File: src/fsc_pkg.sv
// Purpose: shared constants and types of the flash status controller
// Assumes: 100 MHz clock, 16-bit flash data bus, 20-bit flash address
// Notes:   status bit positions and command codes of the flash part
package fsc_pkg;

   localparam int ADDR_W = 20;
   localparam int DQ_W   = 16;
   localparam int RA_W   = 3;
   localparam int RD_W   = 32;

   // flash command codes
   localparam logic [7:0] CODE_READ_ARRAY  = 8'hFF;
   localparam logic [7:0] CODE_PROGRAM     = 8'h40;
   localparam logic [7:0] CODE_ERASE_SETUP = 8'h20;
   localparam logic [7:0] CODE_CONFIRM     = 8'hD0;
   localparam logic [7:0] CODE_SUSPEND     = 8'hB0;
   localparam logic [7:0] CODE_READ_STATUS = 8'h70;
   localparam logic [7:0] CODE_CLEAR_STAT  = 8'h50;

   // flash status byte
   localparam int         SR_READY      = 7;
   localparam int         SR_SUSPEND    = 6;
   localparam int         SR_ERASE_ERR  = 5;
   localparam int         SR_PROG_ERR   = 4;
   localparam int         SR_SUPPLY_LOW = 3;
   localparam logic [7:0] SR_USED_MASK  = 8'hF8;

   // controller registers (word index on the register port)
   localparam logic [RA_W-1:0] REG_CMD    = 3'h0;
   localparam logic [RA_W-1:0] REG_ADDR   = 3'h1;
   localparam logic [RA_W-1:0] REG_DATA   = 3'h2;
   localparam logic [RA_W-1:0] REG_CTRL   = 3'h3;
   localparam logic [RA_W-1:0] REG_STATUS = 3'h4;
   localparam logic [RA_W-1:0] REG_RESULT = 3'h5;

   // control register fields and reset value
   localparam int         CTRL_BOOT_UNLOCK = 0;
   localparam int         CTRL_RUN         = 1;
   localparam int         CTRL_HV_UNLOCK   = 2;
   localparam logic [2:0] CTRL_RESET       = 3'h0;

   // status register fields
   localparam int ST_BUSY       = 0;
   localparam int ST_ERR_PEND   = 1;
   localparam int ST_REFUSED    = 2;
   localparam int ST_SUSPENDED  = 3;
   localparam int ST_ERASE_ERR  = 4;
   localparam int ST_PROG_ERR   = 5;
   localparam int ST_SUPPLY_LOW = 6;
   localparam int ST_LAST_SR    = 8;

   // bus cycle timing
   localparam int         CLK_NS      = 10;
   localparam int         T_SETUP_NS  = 20;
   localparam int         T_PULSE_NS  = 70;
   localparam int         T_HOLD_NS   = 20;
   localparam logic [3:0] SETUP_CYC   = 4'((T_SETUP_NS + CLK_NS - 1) / CLK_NS);
   localparam logic [3:0] PULSE_CYC   = 4'((T_PULSE_NS + CLK_NS - 1) / CLK_NS);
   localparam logic [3:0] HOLD_CYC    = 4'((T_HOLD_NS + CLK_NS - 1) / CLK_NS);

   typedef enum logic [2:0] {
      OP_NONE, OP_PROGRAM, OP_ERASE, OP_SUSPEND,
      OP_RESUME, OP_CLEAR, OP_READ_STATUS, OP_READ_ARRAY
   } fsc_op_e;

   typedef struct packed {
      logic [ADDR_W-1:0] addr;
      logic [DQ_W-1:0]   dq_o;
      logic              dq_oe;
      logic              ce_n;
      logic              we_n;
      logic              oe_n;
   } fsc_pins_s;

   typedef struct packed {
      logic              write;
      logic [ADDR_W-1:0] addr;
      logic [DQ_W-1:0]   data;
   } fsc_cyc_req_s;

   typedef struct packed {
      logic [7:0] sr;
      logic       valid;
      logic       ready;
      logic       suspend;
      logic       erase_err;
      logic       prog_err;
      logic       supply_low;
   } fsc_eval_s;

endpackage

File: src/fsc_bus_cycle.sv
// Purpose: one asynchronous flash bus cycle, write or read
// Assumes: start pulses only while idle
// Notes:   done pulses as the hold phase ends, in the same cycle the engine is back in idle
`timescale 1ns/1ps
module fsc_bus_cycle (
   input  wire logic                      clk,
   input  wire logic                      reset,
   input  wire logic                      ce,
   input  wire logic                      start,
   input  wire fsc_pkg::fsc_cyc_req_s     req,
   input  wire logic [fsc_pkg::DQ_W-1:0]  dq_i,
   output fsc_pkg::fsc_pins_s             pins,
   output logic                           done,
   output logic [fsc_pkg::DQ_W-1:0]       rdata
);

   typedef enum logic [1:0] {PH_IDLE, PH_SETUP, PH_PULSE, PH_HOLD} fsc_ph_e;

   typedef struct packed {
      fsc_ph_e                  ph;
      logic [3:0]               cnt;
      logic                     write;
      fsc_pkg::fsc_pins_s       pins;
      logic                     done;
      logic [fsc_pkg::DQ_W-1:0] rdata;
   } fsc_cyc_s;

   fsc_cyc_s st_r;
   fsc_cyc_s st_nxt;

   always_comb begin
      st_nxt      = st_r;
      st_nxt.done = 1'b0;
      case (st_r.ph)
         PH_IDLE: begin
            if (start) begin
               st_nxt.ph         = PH_SETUP;
               st_nxt.cnt        = fsc_pkg::SETUP_CYC - 4'h1;
               st_nxt.write      = req.write;
               st_nxt.pins.addr  = req.addr;
               st_nxt.pins.dq_o  = req.data;
               st_nxt.pins.dq_oe = req.write;
               st_nxt.pins.ce_n  = 1'b0;
            end
         end
         PH_SETUP: begin
            if (st_r.cnt == 4'h0) begin
               st_nxt.ph        = PH_PULSE;
               st_nxt.cnt       = fsc_pkg::PULSE_CYC - 4'h1;
               st_nxt.pins.we_n = ~st_r.write;
               st_nxt.pins.oe_n = st_r.write;
            end else begin
               st_nxt.cnt = st_r.cnt - 4'h1;
            end
         end
         PH_PULSE: begin
            if (st_r.cnt == 4'h0) begin
               st_nxt.ph        = PH_HOLD;
               st_nxt.cnt       = fsc_pkg::HOLD_CYC - 4'h1;
               st_nxt.pins.we_n = 1'b1;
               st_nxt.pins.oe_n = 1'b1;
               if (!st_r.write) begin
                  st_nxt.rdata = dq_i;
               end
            end else begin
               st_nxt.cnt = st_r.cnt - 4'h1;
            end
         end
         PH_HOLD: begin
            if (st_r.cnt == 4'h0) begin
               st_nxt.ph         = PH_IDLE;
               st_nxt.pins.ce_n  = 1'b1;
               st_nxt.pins.dq_oe = 1'b0;
               st_nxt.done       = 1'b1;
            end else begin
               st_nxt.cnt = st_r.cnt - 4'h1;
            end
         end
         default: begin
            st_nxt.ph = PH_IDLE;
         end
      endcase
   end

   always_ff @(posedge clk or posedge reset) begin
      if (reset) begin
         st_r           <= '0;
         st_r.ph        <= PH_IDLE;
         st_r.pins.ce_n <= 1'b1;
         st_r.pins.we_n <= 1'b1;
         st_r.pins.oe_n <= 1'b1;
      end else if (ce) begin
         st_r <= st_nxt;
      end
   end

   assign pins  = st_r.pins;
   assign done  = st_r.done;
   assign rdata = st_r.rdata;

endmodule

File: src/fsc_ctrl.sv
// Purpose: host controller for a boot-block flash, status and protection
// Assumes: flash pins synchronous to clk, register port as a plain slave
// Notes:   polls status after program, erase, suspend and resume
`timescale 1ns/1ps
module fsc_ctrl (
   input  wire logic                         clk,
   input  wire logic                         reset,
   input  wire logic                         ce,
   input  wire logic [fsc_pkg::RA_W-1:0]     reg_addr,
   input  wire logic [fsc_pkg::RD_W-1:0]     reg_wdata,
   input  wire logic                         reg_wr,
   input  wire logic                         reg_rd,
   output logic [fsc_pkg::RD_W-1:0]          reg_rdata,
   output fsc_pkg::fsc_pins_s                flash_pins,
   input  wire logic [fsc_pkg::DQ_W-1:0]     flash_dq_i,
   output logic                              flash_boot_unlock,
   output logic                              reset_powerdown_pin_n,
   output logic                              high_unlock_req
);

   typedef enum logic [2:0] {S_IDLE, S_WR1, S_WR2, S_RD, S_EVAL} fsc_mst_e;

   typedef struct packed {
      fsc_mst_e                    state;
      fsc_pkg::fsc_op_e            op;
      logic [fsc_pkg::ADDR_W-1:0]  addr;
      logic [fsc_pkg::DQ_W-1:0]    data;
      logic [2:0]                  ctrl;
      logic                        start;
      fsc_pkg::fsc_cyc_req_s       req;
      logic                        err_pending;
      logic                        refused;
      logic                        suspended;
      logic                        erase_err;
      logic                        prog_err;
      logic                        supply_low;
      logic [7:0]                  last_sr;
      logic [fsc_pkg::DQ_W-1:0]    result;
      logic [fsc_pkg::RD_W-1:0]    rdata;
   } fsc_main_s;

   fsc_main_s                st_r;
   fsc_main_s                st_nxt;
   logic                     cyc_done;
   logic [fsc_pkg::DQ_W-1:0] cyc_rdata;
   fsc_pkg::fsc_eval_s       ev;
   fsc_pkg::fsc_op_e         wr_op;
   logic                     cmd_wr;
   logic                     ev_load;

   ////////////////////////////////////////////////////////////////////////
   // bus cycle engine and status decode

   fsc_bus_cycle u_cycle (
      .clk   (clk),
      .reset (reset),
      .ce    (ce),
      .start (st_r.start),
      .req   (st_r.req),
      .dq_i  (flash_dq_i),
      .pins  (flash_pins),
      .done  (cyc_done),
      .rdata (cyc_rdata)
   );

   assign ev_load = cyc_done && (st_r.state == S_RD) &&
                    (st_r.op != fsc_pkg::OP_READ_STATUS) &&
                    (st_r.op != fsc_pkg::OP_READ_ARRAY);

   fsc_status_eval u_eval (
      .clk    (clk),
      .reset  (reset),
      .ce     (ce),
      .load   (ev_load),
      .sr_raw (cyc_rdata[7:0]),
      .ev     (ev)
   );

   ////////////////////////////////////////////////////////////////////////
   // sequencer

   assign wr_op  = fsc_pkg::fsc_op_e'(reg_wdata[2:0]);
   assign cmd_wr = reg_wr && (reg_addr == fsc_pkg::REG_CMD);

   always_comb begin
      st_nxt       = st_r;
      st_nxt.start = 1'b0;
      st_nxt.rdata = '0;
      case (st_r.state)
         S_IDLE: begin
            if (reg_wr && reg_addr == fsc_pkg::REG_ADDR) begin
               st_nxt.addr = reg_wdata[fsc_pkg::ADDR_W-1:0];
            end
            if (reg_wr && reg_addr == fsc_pkg::REG_DATA) begin
               st_nxt.data = reg_wdata[fsc_pkg::DQ_W-1:0];
            end
            if (reg_wr && reg_addr == fsc_pkg::REG_CTRL) begin
               st_nxt.ctrl = reg_wdata[2:0];
            end
            if (cmd_wr) begin
               if (((wr_op == fsc_pkg::OP_PROGRAM ||
                     wr_op == fsc_pkg::OP_ERASE) &&
                    st_r.err_pending) ||
                   (wr_op == fsc_pkg::OP_RESUME && !st_r.suspended) ||
                   wr_op == fsc_pkg::OP_NONE) begin
                  st_nxt.refused = 1'b1;
               end else begin
                  st_nxt.refused     = 1'b0;
                  st_nxt.op          = wr_op;
                  st_nxt.state       = S_WR1;
                  st_nxt.start       = 1'b1;
                  st_nxt.req.write   = 1'b1;
                  st_nxt.req.addr    = st_r.addr;
                  st_nxt.req.data    = '0;
                  case (wr_op)
                     fsc_pkg::OP_PROGRAM:
                        st_nxt.req.data[7:0] = fsc_pkg::CODE_PROGRAM;
                     fsc_pkg::OP_ERASE:
                        st_nxt.req.data[7:0] = fsc_pkg::CODE_ERASE_SETUP;
                     fsc_pkg::OP_SUSPEND:
                        st_nxt.req.data[7:0] = fsc_pkg::CODE_SUSPEND;
                     fsc_pkg::OP_RESUME:
                        st_nxt.req.data[7:0] = fsc_pkg::CODE_CONFIRM;
                     fsc_pkg::OP_CLEAR:
                        st_nxt.req.data[7:0] = fsc_pkg::CODE_CLEAR_STAT;
                     fsc_pkg::OP_READ_STATUS:
                        st_nxt.req.data[7:0] = fsc_pkg::CODE_READ_STATUS;
                     default:
                        st_nxt.req.data[7:0] = fsc_pkg::CODE_READ_ARRAY;
                  endcase
               end
            end
         end
         S_WR1: begin
            if (cyc_done) begin
               st_nxt.start     = 1'b1;
               st_nxt.req.addr  = st_r.addr;
               case (st_r.op)
                  fsc_pkg::OP_PROGRAM: begin
                     st_nxt.state    = S_WR2;
                     st_nxt.req.data = st_r.data;
                  end
                  fsc_pkg::OP_ERASE: begin
                     st_nxt.state    = S_WR2;
                     st_nxt.req.data = {8'h00, fsc_pkg::CODE_CONFIRM};
                  end
                  fsc_pkg::OP_CLEAR: begin
                     st_nxt.start       = 1'b0;
                     st_nxt.state       = S_IDLE;
                     st_nxt.err_pending = 1'b0;
                     st_nxt.erase_err   = 1'b0;
                     st_nxt.prog_err    = 1'b0;
                     st_nxt.supply_low  = 1'b0;
                  end
                  fsc_pkg::OP_RESUME: begin
                     st_nxt.state     = S_RD;
                     st_nxt.req.write = 1'b0;
                     st_nxt.suspended = 1'b0;
                  end
                  default: begin
                     st_nxt.state     = S_RD;
                     st_nxt.req.write = 1'b0;
                  end
               endcase
            end
         end
         S_WR2: begin
            if (cyc_done) begin
               // status mode follows automatically, any address reads it
               st_nxt.state     = S_RD;
               st_nxt.start     = 1'b1;
               st_nxt.req.write = 1'b0;
            end
         end
         S_RD: begin
            if (cyc_done) begin
               if (st_r.op == fsc_pkg::OP_READ_STATUS ||
                   st_r.op == fsc_pkg::OP_READ_ARRAY) begin
                  st_nxt.result = cyc_rdata;
                  st_nxt.state  = S_IDLE;
               end else begin
                  st_nxt.state = S_EVAL;
               end
            end
         end
         S_EVAL: begin
            if (ev.valid) begin
               st_nxt.last_sr = ev.sr;
               if (!ev.ready) begin
                  // busy: error bits are not meaningful yet
                  st_nxt.state     = S_RD;
                  st_nxt.start     = 1'b1;
                  st_nxt.req.write = 1'b0;
               end else begin
                  st_nxt.state     = S_IDLE;
                  st_nxt.suspended = ev.suspend;
                  st_nxt.erase_err = st_r.erase_err | ev.erase_err;
                  st_nxt.prog_err  = st_r.prog_err | ev.prog_err;
                  st_nxt.supply_low = st_r.supply_low | ev.supply_low;
                  if (ev.erase_err || ev.prog_err || ev.supply_low) begin
                     st_nxt.err_pending = 1'b1;
                  end
               end
            end
         end
         default: begin
            st_nxt.state = S_IDLE;
         end
      endcase
      if (st_r.state != S_IDLE && cmd_wr) begin
         st_nxt.refused = 1'b1;
      end
      if (reg_rd) begin
         case (reg_addr)
            fsc_pkg::REG_ADDR:
               st_nxt.rdata[fsc_pkg::ADDR_W-1:0] = st_r.addr;
            fsc_pkg::REG_DATA:
               st_nxt.rdata[fsc_pkg::DQ_W-1:0] = st_r.data;
            fsc_pkg::REG_CTRL:
               st_nxt.rdata[2:0] = st_r.ctrl;
            fsc_pkg::REG_STATUS: begin
               st_nxt.rdata[fsc_pkg::ST_BUSY]       = st_r.state != S_IDLE;
               st_nxt.rdata[fsc_pkg::ST_ERR_PEND]   = st_r.err_pending;
               st_nxt.rdata[fsc_pkg::ST_REFUSED]    = st_r.refused;
               st_nxt.rdata[fsc_pkg::ST_SUSPENDED]  = st_r.suspended;
               st_nxt.rdata[fsc_pkg::ST_ERASE_ERR]  = st_r.erase_err;
               st_nxt.rdata[fsc_pkg::ST_PROG_ERR]   = st_r.prog_err;
               st_nxt.rdata[fsc_pkg::ST_SUPPLY_LOW] = st_r.supply_low;
               st_nxt.rdata[fsc_pkg::ST_LAST_SR +: 8] = st_r.last_sr;
            end
            fsc_pkg::REG_RESULT:
               st_nxt.rdata[fsc_pkg::DQ_W-1:0] = st_r.result;
            default:
               st_nxt.rdata = '0;
         endcase
      end
   end

   always_ff @(posedge clk or posedge reset) begin
      if (reset) begin
         st_r       <= '0;
         st_r.state <= S_IDLE;
         st_r.ctrl  <= fsc_pkg::CTRL_RESET;
      end else if (ce) begin
         st_r <= st_nxt;
      end
   end

   assign reg_rdata             = st_r.rdata;
   assign flash_boot_unlock     = st_r.ctrl[fsc_pkg::CTRL_BOOT_UNLOCK];
   assign reset_powerdown_pin_n = st_r.ctrl[fsc_pkg::CTRL_RUN];
   assign high_unlock_req       = st_r.ctrl[fsc_pkg::CTRL_HV_UNLOCK];

   ////////////////////////////////////////////////////////////////////////
   // checks

   chk_reserved_masked: assert property (
      @(posedge clk) disable iff (reset)
      ev.sr[2:0] == 3'h0 && st_r.last_sr[2:0] == 3'h0)
      else $error("reserved status bits not masked");

   chk_ready_first: assert property (
      @(posedge clk) disable iff (reset)
      (ce && st_r.state == S_EVAL && ev.valid && !ev.ready)
      |=> (st_r.state == S_RD && $stable(st_r.err_pending)))
      else $error("errors evaluated while engine busy");

   chk_low_supply_holds: assert property (
      @(posedge clk) disable iff (reset)
      (ce && st_r.state == S_EVAL && ev.valid && ev.ready &&
       ev.supply_low) |=> st_r.err_pending [*2])
      else $error("supply low did not block further attempts");

   chk_refuse_on_error: assert property (
      @(posedge clk) disable iff (reset)
      (ce && st_r.state == S_IDLE && st_r.err_pending && cmd_wr &&
       (wr_op == fsc_pkg::OP_PROGRAM || wr_op == fsc_pkg::OP_ERASE))
      |=> (st_r.state == S_IDLE && st_r.refused))
      else $error("retry started without clearing status");

   chk_clear_first: assert property (
      @(posedge clk) disable iff (reset)
      (st_r.state == S_WR1 && st_r.start &&
       (st_r.op == fsc_pkg::OP_PROGRAM || st_r.op == fsc_pkg::OP_ERASE))
      |-> !st_r.err_pending)
      else $error("program or erase issued with error pending");

   chk_clear_status: assert property (
      @(posedge clk) disable iff (reset)
      (ce && st_r.state == S_WR1 && st_r.op == fsc_pkg::OP_CLEAR &&
       cyc_done) |=> (!st_r.err_pending && st_r.state == S_IDLE))
      else $error("clear status did not release the error");

   cov_program_ok: cover property (
      @(posedge clk) disable iff (reset)
      st_r.state == S_EVAL && st_r.op == fsc_pkg::OP_PROGRAM &&
      ev.valid && ev.ready && !ev.prog_err);

   cov_erase_err: cover property (
      @(posedge clk) disable iff (reset)
      st_r.state == S_EVAL && st_r.op == fsc_pkg::OP_ERASE &&
      ev.valid && ev.ready && ev.erase_err);

   cov_suspend: cover property (
      @(posedge clk) disable iff (reset)
      st_r.state == S_EVAL && st_r.op == fsc_pkg::OP_SUSPEND &&
      ev.valid && ev.ready && ev.suspend);

endmodule

File: src/fsc_status_eval.sv
// Purpose: registers and decodes one flash status byte
// Assumes: load pulses when a status read completes
// Notes:   reserved bits are masked before anything looks at them
`timescale 1ns/1ps
module fsc_status_eval (
   input  wire logic        clk,
   input  wire logic        reset,
   input  wire logic        ce,
   input  wire logic        load,
   input  wire logic [7:0]  sr_raw,
   output fsc_pkg::fsc_eval_s ev
);

   fsc_pkg::fsc_eval_s st_r;
   fsc_pkg::fsc_eval_s st_nxt;
   logic [7:0]         sr_m;

   always_comb begin
      sr_m              = sr_raw & fsc_pkg::SR_USED_MASK;
      st_nxt            = st_r;
      st_nxt.valid      = load;
      if (load) begin
         st_nxt.sr         = sr_m;
         st_nxt.ready      = sr_m[fsc_pkg::SR_READY];
         st_nxt.suspend    = sr_m[fsc_pkg::SR_SUSPEND];
         st_nxt.erase_err  = sr_m[fsc_pkg::SR_ERASE_ERR];
         st_nxt.prog_err   = sr_m[fsc_pkg::SR_PROG_ERR];
         st_nxt.supply_low = sr_m[fsc_pkg::SR_SUPPLY_LOW];
      end
   end

   always_ff @(posedge clk or posedge reset) begin
      if (reset) begin
         st_r <= '0;
      end else if (ce) begin
         st_r <= st_nxt;
      end
   end

   assign ev = st_r;

endmodule

File: config.mk
export PLATFORM = sky130hd
export DESIGN_NAME = fsc_ctrl
export DESIGN_NICKNAME = d
export VERILOG_FILES = /design/src/fsc_pkg.sv /design/src/fsc_bus_cycle.sv /design/src/fsc_ctrl.sv /design/src/fsc_status_eval.sv
export SDC_FILE = /design/constraint.sdc
export NUM_CORES = 1
export LEC_CHECK = 0
export BUFFER_PORTS_ARGS = -buffer_cell sky130_fd_sc_hd__buf_2
export CORE_ASPECT_RATIO = 0.5
export CORE_MARGIN = 2
export CORE_UTILIZATION = 56
export CTS_BUF_LIST = sky130_fd_sc_hd__clkbuf_2 sky130_fd_sc_hd__clkbuf_4 sky130_fd_sc_hd__clkbuf_8
export DETAILED_ROUTE_END_ITERATION = 12
export PLACE_DENSITY = 0.83
export RECOVER_POWER = 25
export SLEW_MARGIN = 40
export SYNTH_ARGS = -nofsm -noshare
export SYNTH_HDL_FRONTEND = slang
export SYNTH_SLANG_ARGS = --single-unit
File: constraint.sdc
create_clock -name clk -period 20.3 [get_ports clk]
set_input_delay 4.06 -clock clk [delete_from_list [all_inputs] [get_ports clk]]
set_output_delay 4.06 -clock clk [all_outputs]
set_load 0.01 [all_outputs]
==> results.yml, run 1 <==
run_status:
  status: "complete, but fails checks"
  violations: "capacitance limit, slew limit"
global_routing:
  grt_first_pass_wirelength_microns: 31900
  top_usage_layer: "met2"
  use_met3_pct: 5.48
  grt_pass1_vias: 5831
  antenna_found_initial: 0
  grt_max_degree: 122
  grt_use_total_pct: 24.2
  grt-ovfl-total: 0
  use_met2_pct: 36.7
  grtUsageMet1_pct: 34.8
placement:
  numPlacedInstances: 1034
  portBuffers: 106
  hpwl_microns: 14400
  place_ws_ns: 13.62
  gp_congestion: 0.912
die:
  start_util_pct: 57.0
  die_area_sq_mm: 0.0177
  rows: 33
  ios: 131
  die_h_microns: 95.0
  die_x_microns: 186
  core-area_sq_mm: 0.0163
power:
  intPower_uw: 674
  p_comb_share_pct: 21.3
  p_seq_share_pct: 53.4
  p_sw_uw: 333
  power.clock.fraction_pct: 25.4
  power_uw: 1010
  ir_drop_mv: 0.0568
  swShare_pct: 33.1
  p_per_area_mw_per_mm2: 102
  p_leak_uw: 0.00482
synth:
  synth_mux_area_share_pct: 16.8
  yosysUniqueCellTypes: 63
  synth_cells: 800
  synthArstFlopShare_pct: 100
  synth_compound_area_share_pct: 10.6
  yosysTopAreaCellShare_pct: 53.2
  synth_edf_count: 0
  ys_seq_elements: 200
  synth-simple-area-share_pct: 8.73
  yosys.area.top_type: "dfrtp_1"
  synth_fa_ha_area_share_pct: 1.05
  synth_top_family_by_area: "multiplexers"
  netlist_area_sq_mm: 0.00927
  synthFlopType: "dfrtp_1"
  avgSynthCellArea_sq_um: 11.6
  seq_area_frac_synth_pct: 54.0
  synth_xor_xnor_area_share_pct: 0.283
  ys_warn_count: 0
  ys_top_cells_by_area: "dfrtp_1, mux2_2, buf_4"
setup_path:
  cp-end-kind: "asynchronous set/reset pin"
  crit_chain: "buf_2 > clkinvlp_2"
  crit_required_ns: 19.97
  cp.arrival_ns: 7.13
  slowest_delay_ns: 2.85
  r2r-end: "st_r[74]"
  cp_slowest_cell: "clkinvlp_2"
  worstSetupStartpointType: "input port"
  crit_fanout: 121
  crit_type: "input port to asynchronous set/reset pin"
  r2r_slack_ns: 17.48
  reg2reg_from: "st_r[142]"
  path_buf_inv: 2
  cpLargestDelayFamily: "buffers and inverters"
  worst_r2r_path_depth: 5
clock_network:
  root_buffer: "clkbuf_8"
  clk_pin_slew_ns: 0.11
  cts_max_level: 4
  clock_latency_ns: 0.46
  cts_tree: "done"
  postCtsSetupBuffers: 0
  numCtsBuffers: 17
  cts_hold_buf: 0
  cts.sinks: 200
  clockBufferDepth: 2
  cts_resized: 0
final_layout:
  nets: 889
  drive_gt1_share_pct: 35.0
  num-fill-cells: 1315
  stdcell_count: 1067
  area_delta_synth_final_pct: 6.80
  multi_input_area_sq_mm: 0.00357
  area.sequential_sq_mm: 0.00501
  utilization_pct: 60.9
timing:
  slew_viol_final: 122
  max_slew_margin_pct: -247
  clock-skew-final_ns: 0.0161
  tightestPinTransition_ns: 5.17
  fin_tns_setup_ns: 0
  hold_violations: 0
  fmax_mhz: 134
  final.min_clock_period_ns: 7.46
  setup_viol_count_final: 0
  post-route-period-util_pct: 36.8
  fin_ws_ns: 12.84
  rsz0062_at_grt: "false"
flow_run:
  cap_violations: 1
routing:
  routed_via_density: 5.63
  num_vias: 6003
  wire_per_inst_microns: 19.0
  first_pass_iters: 8
  drtIter0Drc: 446
  drc: 0
  ant_nets: 0
  drt-total-wl_microns: 20200
min_path:
  hold_class: "flip-flop to flip-flop"
  hp-start: "st_r[92]"
  whs_path_depth: 2
  holdPathEnd: "st_r[92]"
## registers in the layout, indices dropped and copies added, names as in the netlist
signal / flops
flash_boot_unlock: 1
reg_rdata: 20
high_unlock_req: 1
u_eval.ev: 6
u_cycle.st_r: 7
u_cycle.rdata: 16
u_cycle.done: 1
reset_powerdown_pin_n: 1
st_r: 107
u_cycle.pins: 40
## how the worst max path moves through the flow
stage | startpoint | to | cells after the start
6_report | reset | reg_rdata[2] | 2
5_1_grt | reset | u_cycle.st_r[61] | 2
4_1_cts | reg_addr[2] | st_r[69] | 5
3_5_place_dp | reg_addr[2] | st_r[69] | 5
3_3_place_gp | reg_addr[2] | st_r[69] | 5
2_1_floorplan | reset | flash_boot_unlock | 1
## power by group through the flow
stage / Combinational, uW / Clock (uW) / Sequential (uW)
detailed placement: 213 / 0 / 543
global route: 239 / 275 / 547
global placement: 202 / 0 / 539
finish: 214 / 256 / 538
floorplan: 188 / 0 / 509
CTS: 214 / 261 / 535
## Yosys cell counts (all sizes together), types with 7 or more instances
library cell / instances
nand2b: 21
nor2: 36
inv: 18
dfrtp: 197
nor2b: 9
nor3: 7
a21oi: 24
ha: 7
buf: 79
mux2: 134
a22oi: 9
o2bb2ai: 14
clkbuf: 35
nand2: 64
o21ai: 57
## metrics by stage
step | instance area (sq um) | hold slack [ns]
floorplan | 9310 | 0.445
global placement | 9470 | 0.459
detailed placement | 9480 | 0.467
CTS | 9880 | 0.490
global route | 9900 | 0.525
finish | 9900 | 0.486
## metal layers
metal	vias up	share of wire [%]
li1	2776	-
met1	3015	47
met2	191	45
met3	21	6.9
met4	0	1.2
met5	-	0
## cell type report
class                           instances  area share [%]
Antenna cell                            1          0.0253
Timing Repair Buffer                  110            5.70
Clock buffer                           17            2.36
Clock inverter                         15            1.66
Sequential cell                       200            50.6
Inverter                               18           0.695
Multi-Input combinational cell        479            36.1
Tap cell                              227            2.87
## logic make-up (layout without fill, tap and decap cells)
group | Yosys count | count (layout)
AOI/OAI and AO/OA | 151 | 151
xor gates and xnor gates | 3 | 3
adders and majority gates | 8 | 8
buffers and inverters | 132 | 160
DFF | 200 | 200
muxes | 139 | 139
other | 1 | 13
and+or+nand+nor | 166 | 166
## cell usage in the layout (no fill, tap or decap), types with 7 or more instances in the layout
cell,Yosys,final
dfrtp_1,197,197
mux2_2,132,132
buf_2,2,106
nand2_1,64,63
o21ai_0,56,56
nor2_1,36,35
a21oi_1,24,23
nand2b_1,21,21
clkbuf_8,0,17
inv_1,18,16
o2bb2ai_1,14,14
conb_1,1,12
a22oi_1,9,9
nor2b_1,9,8
ha_1,7,7
(Power assumes the default switching activity.)
==> run 2, diff against run 1 <==
- clock period: 20.3 -> 7.25 ns (I/O delays scaled with it)
==> results.yml, run 2 (synthesis results as in run 1) <==
timing:
  clock-skew-final_ns: 0.0223
  setup_viol_count_final: 0
  fmax_mhz: 286
  tightestPinTransition_ns: 0.782
  rsz0062_at_grt: "false"
  holdWs_ns: 0.485
  max_slew_margin_pct: 47.7
  final.min_clock_period_ns: 3.50
  hold_violations: 0
  fin_tns_setup_ns: 0
  post-route-period-util_pct: 48.3
  slew_viol_final: 0
placement:
  portBuffers: 106
  hpwl_microns: 14500
  gp_congestion: 0.919
  numPlacedInstances: 1033
setup_path:
  crit_fanout: 21
  crit_required_ns: 7.60
  worstSetupStartpointType: "input port"
  crit_start: "ce"
  crit_type: "input port to flip-flop"
  cp-end-kind: "flip-flop"
  cp.arrival_ns: 3.85
  reg2reg_from: "st_r[142]"
final_layout:
  area_delta_synth_final_pct: 6.99
  nets: 888
  drive_gt1_share_pct: 35.0
  final_common_cell: "dfrtp_1"
  utilization_pct: 61.0
  stdcell_count: 1066
  multi_input_area_sq_mm: 0.00358
  layout_common_cells: "dfrtp_1, mux2_2, buf_2"
  area.sequential_sq_mm: 0.00501
  num-fill-cells: 1320
  largest_reg_flops: 107
  top_register: "st_r"
clock_network:
  cts.sinks: 200
  cts_hold_buf: 0
  postCtsSetupBuffers: 0
  cts_tree: "done"
  cts_max_level: 4
  clockBufferDepth: 2
  root_buffer: "clkbuf_8"
  numCtsBuffers: 17
  cts_resized: 0
  clk_pin_slew_ns: 0.10
  clock_latency_ns: 0.47
routing:
  wire_per_inst_microns: 18.8
  num_vias: 6067
  drt-total-wl_microns: 20000
  ant_nets: 0
  first_pass_iters: 5
  routed_via_density: 5.69
  drc: 0
  drtIter0Drc: 556
global_routing:
  grt_pass1_vias: 5779
  grt_max_degree: 132
  grt-ovfl-total: 0
  grt_first_pass_wirelength_microns: 31800
  antenna_found_initial: 1
  grt_use_total_pct: 24.0
min_path:
  hp-start: "st_r[72]"
  hold_class: "flip-flop to flip-flop"
power:
  p_comb_share_pct: 21.1
  p_seq_share_pct: 53.7
  power.clock.fraction_pct: 25.2
  swShare_pct: 33.4
  intPower_uw: 1870
  p_sw_uw: 935
  p_per_area_mw_per_mm2: 283
  p_leak_uw: 0.00483
  ir_drop_mv: 0.137
flow_run:
  cap_violations: 0
die:
  core-area_sq_mm: 0.0163
  ios: 131
  die_h_microns: 95.0
  start_util_pct: 57.0
  rows: 33
  die_area_sq_mm: 0.0177
  die_x_microns: 186
run_status:
  status: "complete, no violations"
==> run 2: critical path, cell delays in order <==
cell and delay, ns:
buf_2 0.39, nand2b_1 0.21, nor4b_1 0.67, nand2_1 0.65, mux2_2 0.46
==> run 2: final timing paths <==
| kind | cells after the start | slack [ns] | to |
|---|---|---|---|
| min in group asynchronous | 2 | 1.11 | u_cycle.rdata[10] |
| hold reg to reg | 2 | 0.48 | st_r[72] |
| setup / recovery | 5 | 3.75 | st_r[112] |
| hold / removal | 2 | 0.48 | st_r[72] |
| max in group asynchronous | 3 | 5.14 | st_r[35] |
| setup reg to reg | 5 | 4.48 | st_r[70] |
==> run 2: final cells by class <==
| type | count | share of cell area, % |
|---|---|---|
| well taps | 227 | 2.86 |
| flip-flops and latches | 200 | 50.5 |
| clock buffers | 18 | 2.50 |
| diodes | 1 | 0.0252 |
| repair buffers | 109 | 5.60 |
| inverters | 18 | 0.807 |
| clock inverters | 14 | 1.61 |
| multi-input cells | 479 | 36.1 |
==> run 2: power groups by stage <==
stage | Sequential (uW) | Clock (uW) | Combinational (uW)
3_5_place_dp | 1520 | 0 | 588
3_3_place_gp | 1510 | 0 | 562
4_1_cts | 1500 | 721 | 590
2_1_floorplan | 1420 | 0 | 525
6_report | 1500 | 706 | 591
5_1_grt | 1530 | 768 | 660
==> run 2: routing by layer <==
| metal | share of wire (%) | vias to the layer above | track usage (%) | routed length, microns |
|---|---|---|---|---|
| met5 | 0 | - | 0 | 0 |
| met4 | 1.1 | 0 | 6.23 | 225 |
| met3 | 6.6 | 17 | 4.24 | 1320 |
| met2 | 45 | 202 | 35.9 | 8970 |
| met1 | 47 | 3064 | 36.4 | 9470 |
| li1 | - | 2784 | - | - |
==> run 2: through the flow <==
step	setup slack (ns)	area [sq um]	power, uW
4_1_cts	3.73	9880	2810
3_5_place_dp	3.20	9480	2110
2_1_floorplan	0.351	9310	1950
6_report	3.75	9920	2800
5_1_grt	3.68	9920	2960
3_3_place_gp	3.24	9460	2070
